`src/rtl/dlicr_pkg.sv`:
```
// Summary of operation
// - check generation on back channel follows enable bit
// - idle inputs pulled down when bit set, else up
// - one lane: reject sync pulses under two pixel clocks
// - two lanes: reject under four; bypass when disabled
// - forward matching transactions when match bit set
// - auto-ack writes regardless of forward lock
// - protected serializer: always gate pixels by valid
// - plain serializer: gate only when bit set
// - abort control transaction after timeout in 2 ms units
// - watchdog off when disable bit is one
// - forward every transaction when forward-all set
// - hold internal data line in 50 ns steps
// - reject clock/data glitches up to depth times 5 ns
package dlicr_pkg;
  // ****************************************
  // clock and timing
  // ****************************************
  localparam int CLK_NS = 4;
  localparam int NS_PER_MS = 1_000_000;
  localparam int WDOG_UNIT_MS = 2;
  localparam int WDOG_UNIT_CYC = WDOG_UNIT_MS * NS_PER_MS / CLK_NS;
  localparam int HOLD_STEP_NS = 50;
  localparam int HOLD_STEP_CYC = (HOLD_STEP_NS + CLK_NS - 1) / CLK_NS;
  localparam int GLITCH_UNIT_NS = 5;
  localparam int SYNC_FILT_ONE_LANE = 2;
  localparam int SYNC_FILT_TWO_LANE = 4;
  localparam int FILT_CW = 8;
  // ****************************************
  // register map (index, byte address = 4 x index)
  // ****************************************
  localparam logic [7:0] IDX_GEN_CFG1 = 8'h03;
  localparam logic [7:0] IDX_CC_WDOG = 8'h04;
  localparam logic [7:0] IDX_I2C_CTL1 = 8'h05;
  localparam logic [7:0] RST_GEN_CFG1 = 8'hf0;
  localparam logic [7:0] RST_CC_WDOG = 8'hfe;
  localparam logic [7:0] RST_I2C_CTL1 = 8'h1e;
  // ****************************************
  // field positions
  // ****************************************
  localparam int B_CHECK_GEN = 6;
  localparam int B_PULL_DOWN = 5;
  localparam int B_SYNC_FILT = 4;
  localparam int B_FWD_MATCH = 3;
  localparam int B_AUTO_ACK = 2;
  localparam int B_PIX_GATE = 1;
  localparam int B_TIMEOUT_LSB = 1;
  localparam int B_TIMEOUT_OFF = 0;
  localparam int B_FWD_ALL = 7;
  localparam int B_HOLD_LSB = 4;
  localparam int B_DEPTH_LSB = 0;
  localparam int TIMEOUT_W = 7;
  localparam int HOLD_W = 3;
  localparam int DEPTH_W = 4;
endpackage

```
`src/rtl/dlicr_deglitch.sv`:
```
`timescale 1ns/10ps
`default_nettype none
module dlicr_deglitch
  import dlicr_pkg::*;
(
  // clock and reset
  input wire logic clock_in,
  input wire logic resetn_in,
  // filter control
  input wire logic count_en_in,
  input wire logic [FILT_CW-1:0] limit_in,
  // signal
  input wire logic sig_in,
  output logic sig_out
);
  logic [FILT_CW-1:0] cnt_q;
  logic out_q;
  wire differs = sig_in != out_q;
  wire [FILT_CW-1:0] cnt_inc = cnt_q + FILT_CW'(1);
  // a level is taken only once it held for limit counts
  wire accept = differs && count_en_in && (cnt_inc >= limit_in);

  always_ff @(posedge clock_in or negedge resetn_in) begin
    if (!resetn_in) begin
      cnt_q <= '0;
      out_q <= 1'b0;
    end else if (!differs || accept) begin
      cnt_q <= '0;
      out_q <= differs ? sig_in : out_q;
    end else if (count_en_in) begin
      cnt_q <= cnt_inc;
    end
  end

  assign sig_out = out_q;
endmodule
`default_nettype wire

```
`src/rtl/dlicr_watchdog.sv`:
```
`timescale 1ns/10ps
`default_nettype none
module dlicr_watchdog
  import dlicr_pkg::*;
#(
  parameter int UNIT_CYCLES = WDOG_UNIT_CYC
) (
  // clock and reset
  input wire logic clock_in,
  input wire logic resetn_in,
  // control
  input wire logic disable_in,
  input wire logic [TIMEOUT_W-1:0] timeout_in,
  // transaction
  input wire logic active_in,
  output logic abort_out
);
  localparam int DW = $clog2(UNIT_CYCLES + 1);
  if (UNIT_CYCLES < 1) begin : g_bad_unit
    $error("unit must be at least one cycle");
  end

  logic [DW-1:0] div_q;
  logic [TIMEOUT_W-1:0] units_q;
  logic fired_q;
  logic abort_q;
  wire run = active_in && !disable_in && !fired_q;
  // divider restarts per transaction so the first unit is whole
  wire tick = run && (div_q == DW'(UNIT_CYCLES - 1));
  wire [TIMEOUT_W-1:0] units_inc = units_q + TIMEOUT_W'(1);
  // a zero timeout aborts at the first unit
  wire expire = tick && (units_inc >= timeout_in);

  always_ff @(posedge clock_in or negedge resetn_in) begin
    if (!resetn_in) begin
      div_q <= '0;
      units_q <= '0;
      fired_q <= 1'b0;
      abort_q <= 1'b0;
    end else begin
      div_q <= (!run || tick) ? '0 : div_q + DW'(1);
      units_q <= (!run || expire) ? '0 : (tick ? units_inc : units_q);
      fired_q <= active_in && (fired_q || expire);
      abort_q <= expire;
    end
  end

  assign abort_out = abort_q;
endmodule
`default_nettype wire

```
`src/rtl/dlicr_top.sv`:
```
// Chosen here: register access over APB.
`timescale 1ns/10ps
`default_nettype none
module dlicr_top
  import dlicr_pkg::*;
#(
  parameter int APB_AW = 8,
  parameter int PIX_W = 24,
  parameter int WDOG_UNIT_CYCLES = WDOG_UNIT_CYC
) (
  // clock and reset
  input wire logic clock_in,
  input wire logic resetn_in,
  // apb slave
  input wire logic psel_in,
  input wire logic penable_in,
  input wire logic pwrite_in,
  input wire logic [APB_AW-1:0] paddr_in,
  input wire logic [31:0] pwdata_in,
  input wire logic [3:0] pstrb_in,
  output logic [31:0] prdata_out,
  output logic pready_out,
  output logic pslverr_out,
  // static controls
  output logic back_link_check_gen_en_out,
  output logic idle_input_pull_down_out,
  // video timing pins and pixel path
  input wire logic pclk_en_in,
  input wire logic dual_lane_in,
  input wire logic pixel_valid_in,
  input wire logic line_sync_in,
  input wire logic frame_sync_in,
  input wire logic [PIX_W-1:0] pixel_data_in,
  input wire logic ser_protected_in,
  output logic pixel_valid_out,
  output logic line_sync_out,
  output logic frame_sync_out,
  output logic [PIX_W-1:0] pixel_data_out,
  // i2c pins
  input wire logic scl_in,
  input wire logic sda_in,
  output logic scl_clean_out,
  output logic sda_held_out,
  // i2c transaction steering
  input wire logic i2c_txn_start_in,
  input wire logic i2c_addr_match_in,
  input wire logic i2c_write_in,
  input wire logic fwd_lock_in,
  output logic i2c_forward_out,
  output logic i2c_write_ack_out,
  // bidir_control_channel watchdog
  input wire logic cc_txn_active_in,
  output logic cc_txn_abort_out
);
  // ****************************************
  // elaboration checks
  // ****************************************
  // the map reaches byte address 0x14, so five address bits at least
  if (APB_AW < 5) begin : g_bad_aw
    $error("address too narrow for register map");
  end
  if (PIX_W < 1) begin : g_bad_pix
    $error("pixel width must be positive");
  end
  if (WDOG_UNIT_CYCLES < 1) begin : g_bad_unit
    $error("watchdog unit must be one cycle or more");
  end
  localparam int TOP_TIMEOUT = B_TIMEOUT_LSB + TIMEOUT_W;
  localparam int TOP_HOLD = B_HOLD_LSB + HOLD_W;
  if (TOP_TIMEOUT > 8 || TOP_HOLD > 8) begin : g_bad_field
    $error("field runs past its register byte");
  end

  // counters must hold the widest glitch and the longest hold;
  // a faster clock needs them wider
  localparam int HCW = 8;
  localparam int MAX_DEPTH_NS =
    (2 ** DEPTH_W - 1) * GLITCH_UNIT_NS + CLK_NS - 1;
  localparam int MAX_HOLD_LOAD = (2 ** HOLD_W - 1) * HOLD_STEP_CYC;
  if (MAX_DEPTH_NS >= 2 ** FILT_CW) begin : g_bad_filt
    $error("glitch width overflows filter counter");
  end
  if (SYNC_FILT_TWO_LANE >= 2 ** FILT_CW) begin : g_bad_sync
    $error("sync limit overflows filter counter");
  end
  if (MAX_HOLD_LOAD >= 2 ** HCW) begin : g_bad_hold
    $error("hold overflows hold counter");
  end

  // ****************************************
  // register storage
  // ****************************************
  logic [7:0] gen_cfg1_q;
  logic [7:0] cc_wdog_q;
  logic [7:0] i2c_ctl1_q;
  logic [31:0] prdata_q;

  function automatic logic hit(input logic [APB_AW-1:0] a,
                               input logic [7:0] idx);
    hit = (a == APB_AW'({idx, 2'b00}));
  endfunction

  wire sel_cfg1 = hit(paddr_in, IDX_GEN_CFG1);
  wire sel_wdog = hit(paddr_in, IDX_CC_WDOG);
  wire sel_ctl1 = hit(paddr_in, IDX_I2C_CTL1);
  wire mapped = sel_cfg1 || sel_wdog || sel_ctl1;
  wire access = psel_in && penable_in;
  wire setup = psel_in && !penable_in;
  // only byte lane 0 carries register bits
  wire wr_lane0 = access && pwrite_in && pstrb_in[0];
  wire [7:0] wbyte = pwdata_in[7:0];
  wire [7:0] rd_mux = sel_cfg1 ? gen_cfg1_q :
                      sel_wdog ? cc_wdog_q :
                      sel_ctl1 ? i2c_ctl1_q : 8'h00;

  // whole bytes kept so reserved bits read back as written
  always_ff @(posedge clock_in or negedge resetn_in) begin
    if (!resetn_in) begin
      gen_cfg1_q <= RST_GEN_CFG1;
      cc_wdog_q <= RST_CC_WDOG;
      i2c_ctl1_q <= RST_I2C_CTL1;
    end else begin
      if (wr_lane0 && sel_cfg1) gen_cfg1_q <= wbyte;
      if (wr_lane0 && sel_wdog) cc_wdog_q <= wbyte;
      if (wr_lane0 && sel_ctl1) i2c_ctl1_q <= wbyte;
    end
  end

  // read data captured in setup so the access phase needs no wait
  always_ff @(posedge clock_in or negedge resetn_in) begin
    if (!resetn_in) begin
      prdata_q <= 32'h0000_0000;
    end else if (setup) begin
      prdata_q <= {24'h00_0000, rd_mux};
    end
  end

  assign prdata_out = prdata_q;
  assign pready_out = 1'b1;
  assign pslverr_out = access && !mapped;

  // ****************************************
  // field decode
  // ****************************************
  wire check_gen_en = gen_cfg1_q[B_CHECK_GEN];
  wire pull_down = gen_cfg1_q[B_PULL_DOWN];
  wire sync_filt_en = gen_cfg1_q[B_SYNC_FILT];
  wire fwd_match_en = gen_cfg1_q[B_FWD_MATCH];
  wire auto_ack_en = gen_cfg1_q[B_AUTO_ACK];
  wire pixel_gate_by_valid = gen_cfg1_q[B_PIX_GATE];
  wire [TIMEOUT_W-1:0] ctrl_channel_timeout =
    cc_wdog_q[B_TIMEOUT_LSB +: TIMEOUT_W];
  wire ctrl_channel_timeout_off = cc_wdog_q[B_TIMEOUT_OFF];
  wire fwd_all_en = i2c_ctl1_q[B_FWD_ALL];
  wire [HOLD_W-1:0] sda_hold = i2c_ctl1_q[B_HOLD_LSB +: HOLD_W];
  wire [DEPTH_W-1:0] glitch_depth = i2c_ctl1_q[B_DEPTH_LSB +: DEPTH_W];

  assign back_link_check_gen_en_out = check_gen_en;
  assign idle_input_pull_down_out = pull_down;

  // ****************************************
  // pin synchronisers
  // ****************************************
  localparam int NPIN = 5;
  wire [NPIN-1:0] pin_raw = {sda_in, scl_in, frame_sync_in,
                             line_sync_in, pixel_valid_in};
  logic [NPIN-1:0] pin_clean;

  // a change counts only once the second and third flops agree
  genvar gi;
  generate
    for (gi = 0; gi < NPIN; gi++) begin : g_sync
      logic s1_q;
      logic s2_q;
      logic s3_q;
      logic v_q;
      always_ff @(posedge clock_in or negedge resetn_in) begin
        if (!resetn_in) begin
          s1_q <= 1'b0;
          s2_q <= 1'b0;
          s3_q <= 1'b0;
          v_q <= 1'b0;
        end else begin
          s1_q <= pin_raw[gi];
          s2_q <= s1_q;
          s3_q <= s2_q;
          if (s2_q == s3_q) v_q <= s3_q;
        end
      end
      assign pin_clean[gi] = v_q;
    end
  endgenerate

  // ****************************************
  // sync pulse filter
  // ****************************************
  // counts run on pixel clock enables, so the width is in whole
  // pixel clocks; the first partial clock is credited as a whole one
  wire [FILT_CW-1:0] sync_limit = dual_lane_in ?
    FILT_CW'(SYNC_FILT_TWO_LANE) : FILT_CW'(SYNC_FILT_ONE_LANE);
  logic [2:0] sync_filt;

  generate
    for (gi = 0; gi < 3; gi++) begin : g_vfilt
      dlicr_deglitch u_filt (
        .clock_in(clock_in),
        .resetn_in(resetn_in),
        .count_en_in(pclk_en_in),
        .limit_in(sync_limit),
        .sig_in(pin_clean[gi]),
        .sig_out(sync_filt[gi])
      );
    end
  endgenerate

  wire [2:0] sync_sel = sync_filt_en ? sync_filt : pin_clean[2:0];

  // ****************************************
  // pixel gating
  // ****************************************
  // a protected pairing gates always, the bit only matters otherwise
  wire gate_on = ser_protected_in || pixel_gate_by_valid;
  wire [PIX_W-1:0] pix_next = (gate_on && !sync_sel[0]) ?
    '0 : pixel_data_in;

  logic [PIX_W-1:0] pix_q;
  logic [2:0] sync_q;
  always_ff @(posedge clock_in or negedge resetn_in) begin
    if (!resetn_in) begin
      pix_q <= '0;
      sync_q <= 3'b000;
    end else begin
      pix_q <= pix_next;
      sync_q <= sync_sel;
    end
  end

  assign pixel_data_out = pix_q;
  assign pixel_valid_out = sync_q[0];
  assign line_sync_out = sync_q[1];
  assign frame_sync_out = sync_q[2];

  // ****************************************
  // i2c glitch filter
  // ****************************************
  // widths up to depth x 5 ns are rejected, so one cycle more passes
  wire [FILT_CW-1:0] depth_ns =
    FILT_CW'(glitch_depth) * FILT_CW'(GLITCH_UNIT_NS);
  wire [FILT_CW-1:0] depth_cyc =
    (depth_ns + FILT_CW'(CLK_NS - 1)) / FILT_CW'(CLK_NS);
  wire [FILT_CW-1:0] i2c_limit = depth_cyc + FILT_CW'(1);
  logic scl_f;
  logic sda_f;

  dlicr_deglitch u_scl_filt (
    .clock_in(clock_in),
    .resetn_in(resetn_in),
    .count_en_in(1'b1),
    .limit_in(i2c_limit),
    .sig_in(pin_clean[3]),
    .sig_out(scl_f)
  );

  dlicr_deglitch u_sda_filt (
    .clock_in(clock_in),
    .resetn_in(resetn_in),
    .count_en_in(1'b1),
    .limit_in(i2c_limit),
    .sig_in(pin_clean[4]),
    .sig_out(sda_f)
  );

  // ****************************************
  // internal sda hold
  // ****************************************
  // after scl falls the sampled sda keeps its old value for the
  // programmed hold, hiding a data change that races the clock
  logic scl_d_q;
  logic sda_hold_q;
  logic [HCW-1:0] hold_cnt_q;
  wire scl_fall = scl_d_q && !scl_f;
  wire [HCW-1:0] hold_load =
    HCW'(sda_hold) * HCW'(HOLD_STEP_CYC);
  wire holding = hold_cnt_q != '0;

  always_ff @(posedge clock_in or negedge resetn_in) begin
    if (!resetn_in) begin
      scl_d_q <= 1'b0;
      sda_hold_q <= 1'b0;
      hold_cnt_q <= '0;
    end else begin
      scl_d_q <= scl_f;
      if (scl_fall) begin
        hold_cnt_q <= hold_load;
      end else if (holding) begin
        hold_cnt_q <= hold_cnt_q - HCW'(1);
      end
      if (!holding && !scl_fall) sda_hold_q <= sda_f;
    end
  end

  assign scl_clean_out = scl_d_q;
  assign sda_held_out = sda_hold_q;

  // ****************************************
  // transaction steering
  // ****************************************
  wire fwd_decide = fwd_all_en || (fwd_match_en && i2c_addr_match_in);
  // normal acknowledgement needs forward lock
  wire ack_decide = i2c_write_in && (auto_ack_en || fwd_lock_in);

  logic fwd_q;
  logic ack_q;
  always_ff @(posedge clock_in or negedge resetn_in) begin
    if (!resetn_in) begin
      fwd_q <= 1'b0;
      ack_q <= 1'b0;
    end else if (i2c_txn_start_in) begin
      fwd_q <= fwd_decide;
      ack_q <= ack_decide;
    end
  end

  assign i2c_forward_out = fwd_q;
  assign i2c_write_ack_out = ack_q;

  // ****************************************
  // control channel watchdog
  // ****************************************
  dlicr_watchdog #(
    .UNIT_CYCLES(WDOG_UNIT_CYCLES)
  ) u_wdog (
    .clock_in(clock_in),
    .resetn_in(resetn_in),
    .disable_in(ctrl_channel_timeout_off),
    .timeout_in(ctrl_channel_timeout),
    .active_in(cc_txn_active_in),
    .abort_out(cc_txn_abort_out)
  );
endmodule
`default_nettype wire

```
`config.mk`:
```
export PLATFORM = sky130hd
export DESIGN_NAME = dlicr_top
export DESIGN_NICKNAME = d
export VERILOG_FILES = /design/src/rtl/dlicr_pkg.sv /design/src/rtl/dlicr_deglitch.sv /design/src/rtl/dlicr_watchdog.sv /design/src/rtl/dlicr_top.sv
export SDC_FILE = /design/constraint.sdc
export NUM_CORES = 1
export LEC_CHECK = 0
export BUFFER_PORTS_ARGS = -buffer_cell sky130_fd_sc_hd__buf_4
export CAP_MARGIN = 0
export CORE_MARGIN = 10
export CORE_UTILIZATION = 50
export CTS_BUF_LIST = sky130_fd_sc_hd__clkbuf_16
export DETAILED_ROUTE_END_ITERATION = 8
export MAX_ROUTING_LAYER = met4
export PLACE_DENSITY = 0.8
export REMOVE_ABC_BUFFERS = 1
export SLEW_MARGIN = 40
export SYNTH_ARGS = -nofsm -noshare
export SYNTH_HDL_FRONTEND = slang
export SYNTH_SLANG_ARGS = --single-unit
```
`constraint.sdc`:
```
create_clock -name clock_in -period 2.8 [get_ports clock_in]
set_input_delay 0.56 -clock clock_in [delete_from_list [all_inputs] [get_ports clock_in]]
set_output_delay 0.56 -clock clock_in [all_outputs]
set_load 0.01 [all_outputs]
```
**Word level (Yosys, flattened, before mapping)**

Cells that the tools add are included.

- Logic and storage cells: 160
- Register bits after elaboration: 164
- Bits in latches: 0
- Memory bits (writable): 0
- ROM bits: 0
- Output and inout port bits: 68
- Memories kept: 0
- Input bits: 86

- $lt $le $gt $ge: 6
- Bitwise gates (word level): 0
- $mul: 2
- Equality and inequality tests: 14
- Divide/modulo/power cells: 0
- Shifts and indexed selects: 0
- Add/sub/neg operators: 10
- Reductions and logical operators: 64
- Muxes and demuxes: 19

Operators with widths:

| cell | count |
|---|---|
| $mux W8 | 13 |
| $add A8 B1 Y8 const B | 5 |
| $logic_and A1 B1 Y1 | 26 |
| $ge A8 B3 Y1 | 3 |
| $mux W24 | 1 |
| $add A19 B1 Y19 const B | 1 |
| $eq A19 B19 Y1 const B | 1 |
| $mux W19 | 1 |
| $eq A8 B5 Y1 const B | 2 |
| $ge A8 B7 Y1 | 2 |
| $logic_not A1 Y1 | 14 |
| $mux W7 | 2 |
| $logic_or A1 B1 Y1 | 13 |
| $reduce_and A2 Y1 | 5 |
| $reduce_bool A2 Y1 | 5 |
| $add A7 B2 Y8 const B | 1 |
| $eq A8 B4 Y1 const B | 1 |
| $reduce_bool A8 Y1 | 1 |
| $sub A8 B1 Y8 const B | 1 |
| $add A6 B1 Y7 const B | 1 |
| $add A7 B1 Y7 const B | 1 |
| $ge A7 B7 Y1 | 1 |
| $mul A3 B4 Y7 const B | 1 |
| $mul A4 B3 Y7 const B | 1 |
| 3 further kinds | 12 |

**Depth between registers and ports, before layout**

- Depth after elaboration: 7
- Mapped depth: 13
- Mapped depth without buffers: 13

**Cells and area by module**

From an unflattened synthesis, not the netlist that was laid out.

- Cell total of the unflattened synthesis: 861
- Area total of the unflattened synthesis: 9193.8 µm²

Modules (own cells, without submodules):

| module | instances | seq. area each (µm²) | area an instance (µm²) | cells each |
|---|---|---|---|---|
| dlicr_top | 1 | 2296.0 | 4149.0 | 334 |
| dlicr_deglitch | 5 | 225.2 | 684.4 | 72 |
| dlicr_watchdog | 1 | 700.7 | 1622.8 | 167 |

**Worst setup path before layout**

Ideal clock, no wire load.

- Path kind: reg-to-reg
- From: register i2c_ctl1_q[1]
- To: register u_sda_filt.out_q, in the netlist u_sda_filt.sig_out
- Arrival: 2.952 ns
- Required time: 2.675 ns
- Stages on the path, launching flop included: 12
- Clock period less this slack: 3.076 ns
- Setup time: 0.125 ns
- Buffers on the path: 0
- Slack: -0.276 ns
- Path through: dfstp_2 > ha_1 > ha_1 > ha_1 > a31oi_1 > xnor2_1 > nor3b_1 > nand2_1 > ha_1 > a2111oi_2 > nand3_1 > mux2_2

- Word-level cells in the longest chain between the ends: 7

RTL lines:

| element | RTL line | text |
|---|---|---|
| from (decl) | dlicr_top.sv:95 | `logic [7:0] i2c_ctl1_q;` |
| from (signal assigned) | dlicr_top.sv:125 | `if (wr_lane0 && sel_ctl1) i2c_ctl1_q <= wbyte;` |
| $mul A4 B3 Y7 | dlicr_top.sv:248 | `FILT_CW'(glitch_depth) * FILT_CW'(GLITCH_UNIT_NS);` |
| $add A7 B2 Y8 | dlicr_top.sv:250 | `(depth_ns + FILT_CW'(CLK_NS - 1)) / FILT_CW'(CLK_NS);` |
| $add A6 B1 Y7 | dlicr_top.sv:251 | `wire [FILT_CW-1:0] i2c_limit = depth_cyc + FILT_CW'(1);` |
| $ge A8 B7 Y1 | dlicr_deglitch.sv:21 | `wire accept = differs && count_en_in && (cnt_inc >= limit_in);` |
| $logic_and A1 B1 Y1 | dlicr_deglitch.sv:21 |  |
| $logic_or A1 B1 Y1 | dlicr_deglitch.sv:27 | `end else if (!differs \|\| accept) begin` |
| $reduce_and A2 Y1 (no line) | n/a |  |
| to (signal assigned) | dlicr_deglitch.sv:29 | `out_q <= differs ? sig_in : out_q;` |
| to (decl) | dlicr_deglitch.sv:17 | `logic out_q;` |

No other way between the ends.
A chain may end at the register's enable or synchronous reset.

**Final worst setup path**

- From: register i2c_ctl1_q[2]
- To: register u_sda_filt.out_q, in the netlist u_sda_filt.sig_out

Same word-level chain as after synthesis.

==> flow_summary.yaml <==
global_routing:
  grt_pass1_wl_mm: 29.38
  grt-busiest-layer: "met2"
  use_met2_pct: 27.05
  grt_usage_pct: 16.85
  antenna_found_initial: 0
  use_met1_pct: 20.28
  grt-ovfl-total: 0
  met3_usage_pct: 4.579
  grt_pass1_vias: 6034
  grt_max_degree: 60
clock_tree:
  clk_pin_slew_ns: 0.07
  ctsLongestPathBuffers: 2
  h-tree-depth: 4
  cts_made_buffers: 17
  cts_tree: "done"
  clock_latency_ns: 0.44
  cts_root_buf: "clkbuf_16"
  clkSinkCount: 164
die:
  initial_utilization_pct: 51.02
  die_w_um: 147.5
  die-area_um2: 21770
  coreArea_um2: 15940
  fp-row-count: 46
  die_h_um: 147.5
  io_pins: 154
power_and_ir_drop:
  switching_power_w: 0.001617
  peakVddDrop_v: 0.0004383
  power_frac_seq_pct: 47.0
  pwr-share-comb_pct: 15.4
  power_density_nw_per_um2: 569.3
  p_int_w: 0.004115
  p_clk_share_pct: 37.7
  swShare_pct: 28.21
  p_leak_nw: 4.691
timing:
  rsz0062_at_grt: "yes"
  finalCritPeriodShare_pct: 112.6
  fin_worst_skew_ns: 0.01559
  fin_tns_setup_ns: -4.094
  setup_slack_ns: -0.3534
  relSlewSlack_pct: 51.46
  report.final.slew_viol_count: 0
  fmax_mhz: 317.1
  period_needed_ns: 3.153
  worstMarginPinSlew_ns: 0.7186
  hold_violations: 0
  setup_viol: 14
synthesis:
  synth_top_cell_by_area: "dfrtp_1"
  ys_types: 66
  ys_warn_count: 0
  synth-edff-count: 0
  syn_area_per_cell_um2: 11.04
  netlist.area_leader.share_pct: 45.84
  netlist_top_cells_area: "dfrtp_1 46%, ha_1 7.2%, dfstp_2 4.8%"
  synth_area_um2: 8134
  seq_area_frac_synth_pct: 50.68
  synth.ff_latch_count: 164
  synth_ff_type: "dfrtp_1"
  synthArstFlopShare_pct: 100.0
  synthCells: 737
critical_path:
  crit_fanout: 3
  cp.arrival_ns: 3.47
  critPathCaptureType: "flip-flop"
  critPathLaunchType: "flip-flop"
  reg2reg_setup_slack_ns: -0.35
  crit_type: "reg -> reg"
  cp.required_ns: 3.11
placed_design:
  place_area_um2: 9133
  io_buffers: 101
  dp_hpwl_mm: 12.47
  gp_congestion: 0.8080
  dp.cells: 1058
final_layout:
  stdcell_area_um2: 10070
  syn_to_final_growth_pct: 23.78
  drive_gt1_share_pct: 29.60
  instances_no_fill: 1101
  nets: 1007
  diodes: 0
detailed_routing:
  wl_mm: 18.20
  routedWlPerCell_um: 16.53
  first_pass_iters: 4
  drtAntennaViolNets: 0
  via_per_inst: 5.316
  vias: 5853
  drt_iter0_drc: 325
  remaining_drc_errors: 0
flow_run:
  max-cap-violations: 0
status:
  violations: "setup timing"
  status: "finished, violations left"
min_path:
  hold_path.class: "in -> async"
## routing by layer
metal | wire, um | vias up | share of wire (%)
met1 | 7819 | 2869 | 43
met3 | 986 | 35 | 5.4
met4 | 450 | 0 | 2.5
met5 | 0 | - | 0
met2 | 8941 | 163 | 49
li1 | - | 2786 | -
## final cells by class
cell class              instances  area, um^2
clock buffers                  17       425.4
clock inverters                15       123.9
well taps                     216       270.3
inverters                      25       93.84
fillers                      1245        5874
repair buffers                129        1022
flip-flops and latches        164        4123
multi-input cells             535        4010
## registers in the layout (all words and copies together), names as in the netlist, 3 cells and up
register                count
g_sync.v_q                  5
u_wdog.div_q               19
u_sda_filt.cnt_q            8
g_sync.s2_q                 5
u_scl_filt.cnt_q            8
sync_q                      3
u_wdog.units_q              7
pixel_data_out             24
gen_cfg1_q                  8
prdata_out                  8
g_sync.s3_q                 5
g_vfilt.u_filt.sig_out      3
cc_wdog_q                   8
g_sync.s1_q                 5
i2c_ctl1_q                  8
hold_cnt_q                  8
g_vfilt.u_filt.cnt_q       24
## cells in the final DEF, fill, tap and decap left out, types with 18 or more instances in the layout
| cell | count |
|---|---|
| mux2_2 | 33 |
| conb_1 | 29 |
| nor2b_1 | 39 |
| buf_4 | 120 |
| ha_1 | 37 |
| xnor2_1 | 20 |
| o21ai_0 | 23 |
| a21oi_1 | 18 |
| dfrtp_1 | 149 |
| nand2_1 | 54 |
| nand3_1 | 23 |
| nor2_1 | 49 |
| xor2_1 | 26 |
| inv_1 | 26 |
## worst max-delay path, cell delays in order (launching register included)
cell       delay, ns
dfstp_2         0.57
buf_4           0.16
ha_4            0.22
ha_4            0.29
buf_6           0.12
o211a_1         0.16
o21ai_2         0.05
nand2b_1        0.18
nand2_2         0.10
buf_6           0.13
ha_4            0.22
a2111oi_4       0.37
nand3_1         0.15
mux2_4          0.31
## power groups by stage
stage          clock network, W  logic [W]  registers [W]
6_report                0.00216   0.000880        0.00269
5_1_grt                 0.00233   0.000990        0.00272
4_1_cts                 0.00220   0.000876        0.00269
3_5_place_dp                  0   0.000867        0.00273
3_3_place_gp                  0   0.000842        0.00272
2_1_floorplan                 0   0.000529        0.00272
## worst paths after layout
check | from | end | cells past startpoint
hold reg to reg | g_sync[4].s1_q | g_sync[4].s2_q | 0
min in group clock_in | frame_sync_in | g_sync[2].s1_q | 1
hold / removal | resetn_in | g_sync[2].s1_q | 1
setup / recovery | i2c_ctl1_q[2] | u_sda_filt.sig_out | 13
max in group asynchronous | resetn_in | cc_wdog_q[6] | 2
setup reg to reg | i2c_ctl1_q[2] | u_sda_filt.sig_out | 13
## metrics by stage
step	setup WS (ns)	hold WS [ns]	util, %	power, W
floorplan	-0.2765	0.2644	-	0.003250
global placement	-0.3603	0.3328	57.28	0.003565
detailed placement	-0.4726	0.3347	57.28	0.003600
CTS	-0.2163	0.1100	62.08	0.005764
global route	-0.4336	0.1374	63.15	0.006033
finish	-0.3534	0.09403	63.15	0.005732
## cell families after synthesis
family	count (synthesis)	share of synthesized area, %
adders and majority gates	54	8.337
xor gates and xnor gates	52	5.599
and+or+nand+nor	267	17.92
AOI/OAI and AO/OA	96	7.599
other	2	0.09233
buffers and inverters	65	4.692
DFF	164	50.68
muxes	37	5.076
## synthesized netlist by cell type (all sizes together) (4+ instances only)
| cell | instances |
|---|---|
| dfrtp | 149 |
| nand2 | 56 |
| nor2 | 51 |
| ha | 47 |
| nor2b | 40 |
| mux2 | 34 |
| buf | 31 |
| xor2 | 29 |
| o21ai | 27 |
| inv | 25 |
| nand3 | 24 |
| xnor2 | 23 |
| a21oi | 20 |
| and2 | 17 |
| nand4 | 16 |
| dfstp | 15 |
| nor3 | 14 |
| a31oi | 9 |
| clkbuf | 9 |
| a22oi | 8 |
| and3 | 8 |
| nand2b | 8 |
| nor3b | 6 |
| or3 | 6 |
| maj3 | 5 |
| a211oi | 4 |
| o41ai | 4 |
| or3b | 4 |
## timing repair
action                                  in CTS  in global routing
gates resized for setup                     29                 19
buffers inserted                             4                  6
hold endpoints to repair                     0                  0
endpoints found under the setup margin      14                 22
pin swaps                                   21                 18
hold buffers                                 0                  0
gates cloned                                 0                  1
Note: power is estimated with default switching activity, not from simulation.
